### src/rtt_pkg.sv
// package: types and constants for the relay trip test and fault indication block
package rtt_pkg;
   // -------------------------------------------------------------
   // timing
   // -------------------------------------------------------------
   localparam int unsigned CLK_HZ = 200_000_000;
   localparam int unsigned SHORT_PRESS_MS = 1000;
   localparam int unsigned LONG_PRESS_MS = 5000;
   localparam int unsigned FAULT_DELAY_MS = 10;
   localparam int unsigned SHORT_CYC = (CLK_HZ / 1000) * SHORT_PRESS_MS;
   localparam int unsigned LONG_CYC = (CLK_HZ / 1000) * LONG_PRESS_MS;
   localparam int unsigned FAULT_CYC = (CLK_HZ / 1000) * FAULT_DELAY_MS;
   localparam int unsigned CNT_W = 32;

   // -------------------------------------------------------------
   // stage layout
   // -------------------------------------------------------------
   localparam int unsigned NSTAGE = 4;
   localparam int unsigned NPOS = 2 * NSTAGE;
   localparam int unsigned POS_W = 4;
   localparam logic [POS_W-1:0] POS_NONE = 4'h0;
   localparam int unsigned CODE_W = 4;
   localparam logic [CODE_W-1:0] CODE_IDLE = 4'h0;
   localparam int unsigned FCODE_W = 10;
   localparam int unsigned FCODE_VAR = 169;

   // button press events from the timer
   typedef struct packed {
      logic short_rel;
      logic long_hit;
      logic held_short;
   } rtt_press_t;

   typedef enum logic [1:0] {RTT_NORMAL, RTT_TEST} rtt_mode_t;
endpackage

### src/rtt_press_timer.sv
// press duration timer for one push button
module rtt_press_timer
   import rtt_pkg::*;
(
   input wire logic ref_clk_i,
   input wire logic srst_i,
   input wire logic btn_i,
   input wire logic [CNT_W-1:0] short_thr_i,
   input wire logic [CNT_W-1:0] long_thr_i,
   output rtt_press_t press_o
);
   logic [CNT_W-1:0] cnt_q;
   logic long_done_q;

   // hold counter saturates at the long threshold
   always_ff @(posedge ref_clk_i) begin
      if (srst_i || !btn_i) begin
         cnt_q <= '0;
      end else if (cnt_q < long_thr_i) begin
         cnt_q <= cnt_q + 32'h1;
      end
   end

   // a long hold fires once; its release must not also count as short
   always_ff @(posedge ref_clk_i) begin
      if (srst_i || !btn_i) begin
         long_done_q <= 1'b0;
      end else if (cnt_q == long_thr_i - 32'h1) begin
         long_done_q <= 1'b1;
      end
   end

   always_comb begin
      press_o.long_hit = btn_i && (cnt_q == long_thr_i - 32'h1);
      press_o.short_rel = !btn_i && (cnt_q >= short_thr_i) && !long_done_q;
      press_o.held_short = btn_i && (cnt_q >= short_thr_i);
   end
endmodule // rtt_press_timer

### config.mk
export PLATFORM = sky130hd
export DESIGN_NAME = rtt_press_timer
export DESIGN_NICKNAME = d
export VERILOG_FILES = /design/src/rtt_pkg.sv /design/src/rtt_press_timer.sv
export SDC_FILE = /design/constraint.sdc
export NUM_CORES = 1
export LEC_CHECK = 0
export ABC_AREA = 1
export ABC_CLOCK_PERIOD_IN_PS = 5300
export BUFFER_PORTS_ARGS = -buffer_cell sky130_fd_sc_hd__buf_4
export CORE_MARGIN = 2
export CORE_UTILIZATION = 43
export DETAILED_ROUTE_END_ITERATION = 10
export PLACE_DENSITY = 0.68
export SLEW_MARGIN = 15
export SYNTH_ARGS = -nofsm -noshare
export SYNTH_HDL_FRONTEND = slang
export SYNTH_SLANG_ARGS = --single-unit
### constraint.sdc
create_clock -name ref_clk_i -period 5.3 [get_ports ref_clk_i]
set_input_delay 0.265 -clock ref_clk_i [delete_from_list [all_inputs] [get_ports ref_clk_i]]
set_output_delay 0.265 -clock ref_clk_i [all_outputs]
set_load 0.02 [all_outputs]
# --- After elaboration in Yosys (flattened, before gate mapping) ---
# Cells that the tools add are included.
totals:
  output_inout_bits: 3
  in_bits: 67
  regBits: 33
op_classes:
  n_addsub: 2
  reduce_logical: 7
  n_eq_ne: 1
  magnitude_cmp: 2
op_table:
  columns: ["cell", "n"]
  rows:
  - ["$add A32 B1 Y32 const B", 1]
  - ["$eq A32 B32 Y1", 1]
  - ["$ge A32 B32 Y1", 1]
  - ["$lt A32 B32 Y1", 1]
  - ["$sub A32 B1 Y32 const B", 1]
  - ["$logic_and A1 B1 Y1", 4]
  - ["$logic_not A1 Y1", 2]
  - ["$logic_or A1 B1 Y1", 1]

# --- Logic depth before layout (Yosys ltp) ---
logic_depth:
  word_depth: 3
  mapped_depth: 16
  depth_no_buf: 15

# --- Worst setup path after synthesis ---
# Ideal clock, no wire load.
synth_timing:
  path_type: "input port to output port"
  from: "in long_thr_i[0]"
  to: "out press_o[1] (netlist name)"
  stages: 14
  arrival_time_ns: 1.799
  slack_ns: 3.236
  path_buffers: 0
  required_time_ns: 5.035
  cell_sequence: "inv_1 > ha_1 > nand2_4 > nor2_8 > nand2_2 > nand2_1 > nand2_1 > nor2_1 > nand2_1 > nor2_1 > nand2_1 > nor2_1 > nand3_1 > nor2_1"
synth_lines:
  columns: ["item", "line_no", "rtl"]
  rows:
  - ["start, declared", "rtt_press_timer.sv:9", "input wire logic [CNT_W-1:0] long_thr_i,"]
  - ["end, declared", "rtt_press_timer.sv:10", "output rtt_press_t press_o"]

# --- Worst setup path after layout ---
layout_timing:
  from: "reg cnt_q[29]"
  to: "reg cnt_q[17]"
layout_between:
  elab_chain_cells: 1
layout_rtl:
  columns: ["item", "line_no", "rtl"]
  rows:
  - ["start, declared", "rtt_press_timer.sv:12", "logic [CNT_W-1:0] cnt_q;"]
  - ["start signal, assigned", "rtt_press_timer.sv:20", "cnt_q <= cnt_q + 32'h1;"]
  - ["$lt A32 B32 Y1", "rtt_press_timer.sv:19", "end else if (cnt_q < long_thr_i) begin"]
# Every way passes these cells.
# A chain may end at the register's enable or synchronous reset.

==> results by group <==
Logic synthesis
  • Yosys cell types: 37
  • Largest cells by area after synthesis: nand2_1 (19%), ha_1 (17%), dfxtp_1 (13%)
  • Synth area leader: nand2_1
  • Top_reg_cell synth: dfxtp_1
  • Synthesized Nets: 963
  • Commonest cells post-synth: nand2_1 (247), inv_1 (119), nor2_1 (91)
  • Post-synthesis cell count: 830
  • Asr flop ratio synth: 0%
  • Post-synth EDFFs: 0
  • Synthesized area per cell: around 6 sq um
  • #FFs+latches synth: 33
  • Ys Warns: 0
  • Area of the mapped netlist: 4960 sq um
  • Fraction of the yosys area taken by sequential cells: 13.3%
  • Count leader, synth: nand2_1
  • Synth top area share: a little under a fifth

Clock network
  • Clk sinks: 33
  • Worst-path clk slew: 50 ps
  • H-tree Lvls: 2
  • Hold buffers post-CTS: 0
  • Longest Clk Path Bufs: 2
  • Post-CTS Repair Setup Buffers: 0
  • Clock Latency Late Sink: 280 ps
  • TritonCTS clock tree: built
  • Number of buffers created by CTS: 5
  • Post-cts sizing count: 0
  • CTS root buf: clkbuf_16

Timing
  • Finish-stage setup viols: 0
  • TNS Setup: 0 ps
  • Worst setup margin: roughly 2300 ps
  • Final hold vios: 0
  • Worst clock skew: 3.27 ps
  • RSZ-0062 raised after global routing: no
  • FMAX: 338 MHz
  • Rel. slew slack: 37.9%
  • Fin Hold WS: 360 ps
  • Min Tclk post-route: 2960 ps
  • Slew @ Worst Pin: ~930 ps
  • Final Max Slew Viols: 0
  • Fin crit share: 55.8%

Power and ir drop
  • P_leak: between 2 and 3 nW
  • Flop pwr share: between 30 and 40%
  • Pwr Density: 121 nW/um^2
  • Clk pwr share: between 40% and 50%
  • Max VDD drop: 111 uV
  • Switching part of the total: around 28%
  • Internal power: 0.503 mW
  • Logic pwr share: 22.2%
  • Total power: 0.695 mW
  • Net Sw Power: 0.192 mW

Finish
  • Final net count: 1022
  • Share of cells above drive strength 1: about 11%
  • Fillers: ~1300
  • Syn-to-layout area delta: 15.2%
  • Diodes inserted: 0

Routing
  • Initial drt markers: 392
  • DR pass1 iterations: 5
  • Final Routed Wirelength: ~14 mm
  • Post-DR vias/cell: 5.05
  • Vias: 5208
  • WL per Instance: 13.5 microns
  • Remaining DRCs: 0
  • Detail Route Antenna Nets: 0

Global route
  • Antenna violations before repair: 0
  • Remaining Overflow, GRT: 0
  • Vias in the first global route: 4923
  • Total Routing Usage GR: 22.5%
  • Pin count of the biggest net entering global routing: 35
  • First-pass GRT wire length: 23.3 mm

Die
  • I/O pin count: 70
  • Die Y-Extent: around 110 microns
  • FP Rows: 39
  • Die area: 12400 sq um
  • Core area: 11300 sq um
  • Initial Utilization: 43.8%
  • Die extent in x: 111 microns

Run status
  • Status: finished, final reports clean

Job
  • Max Cap Viol: 0

Placed design
  • Hpwl dp: approximately 12 mm
  • Post-Place Setup Slack: 2380 ps
  • Final RePlAce weighted congestion: 0.882
  • IO Port Bufs: 69

Critical path
  • Required @ worst endpoint: 5500 ps
  • Critical path peak fanout: 34
  • Startpoint types: flip-flop
  • Crit end category: flip-flop
  • Critical setup path kind: flip-flop to flip-flop
  • Arr. time, crit path: 3160 ps

Worst hold path
  • Hold WC Path Type: input port to flip-flop
## critical path: stages, from the launching register on
cell,delay (ps)
dfxtp_1,540
ha_1,320
a21oi_1,150
nor2_1,50
a211oi_1,210
nand2_1,110
nor2b_1,230
nand2_2,430
inv_2,570
nand2_1,130
a21oi_1,140
## power by group through the flow
stage / registers, mW / logic (mW) / clock network, mW
4_1_cts: 0.250 / 0.155 / 0.292
6_report: 0.250 / 0.154 / 0.290
5_1_grt: 0.250 / 0.177 / 0.303
3_5_place_dp: 0.255 / 0.154 / 0
2_1_floorplan: 0.255 / 0.0848 / 0
3_3_place_gp: 0.255 / 0.153 / 0
## cells by family after synthesis
logic type,Yosys count,synth area share [%]
fa+ha+maj,66,16.6
xor+xnor,51,9.55
simple gates,451,39.9
compound gates,92,9.83
flops,33,13.3
buf+inv,137,10.8
## stage by stage
step	instances	cell area [sq um]	util [%]
2_1_floorplan	830	4960	-
3_3_place_gp	1025	5580	49.3
3_5_place_dp	1025	5580	49.3
4_1_cts	1032	5720	50.5
5_1_grt	1032	5720	50.5
6_report	1032	5720	50.5
## registers in the layout, indices dropped and copies added, names as in the netlist
register	flops
cnt_q	32
long_done_q	1
## layer usage
metal	track usage, %	part of all wire (%)	vias up
li1	-	-	2788
met1	31.9	47	2283
met2	37.9	46	124
met3	1.47	5.8	13
met4	4.94	1.3	0
met5	0	0	-
## final timing paths
kind	startpoint	endpoint	slack, ps	cells past startpoint
max	cnt_q[29]	cnt_q[17]	2340	10
min	srst_i	cnt_q[9]	360	4
max reg2reg	cnt_q[29]	cnt_q[17]	2340	10
min reg2reg	long_done_q	long_done_q	480	2
## cell type report
type / count / area [sq um] / area share [%]
multi-input cells: 660 / 3770 / 65.9
inverters: 120 / 450 / 7.88
clock buffers: 7 / 143 / 2.49
well taps: 143 / 179 / 3.13
repair buffers: 69 / 518 / 9.06
flip-flops and latches: 33 / 661 / 11.6
## cell usage in the layout, fill, tap and decap left out, types with 4 or more instances in the layout
master	count
nand3_1	37
nor4_1	4
nor3_1	19
xor2_1	36
dfxtp_1	33
buf_4	69
nor2_2	8
nand2_2	4
o21ai_0	20
nor2_1	91
ha_1	66
nand2_1	247
nand3b_1	7
clkbuf_16	5
a21oi_1	62
inv_1	119
xnor2_1	13
nand4_1	22
No activity file was read; power rests on OpenSTA's default activity.
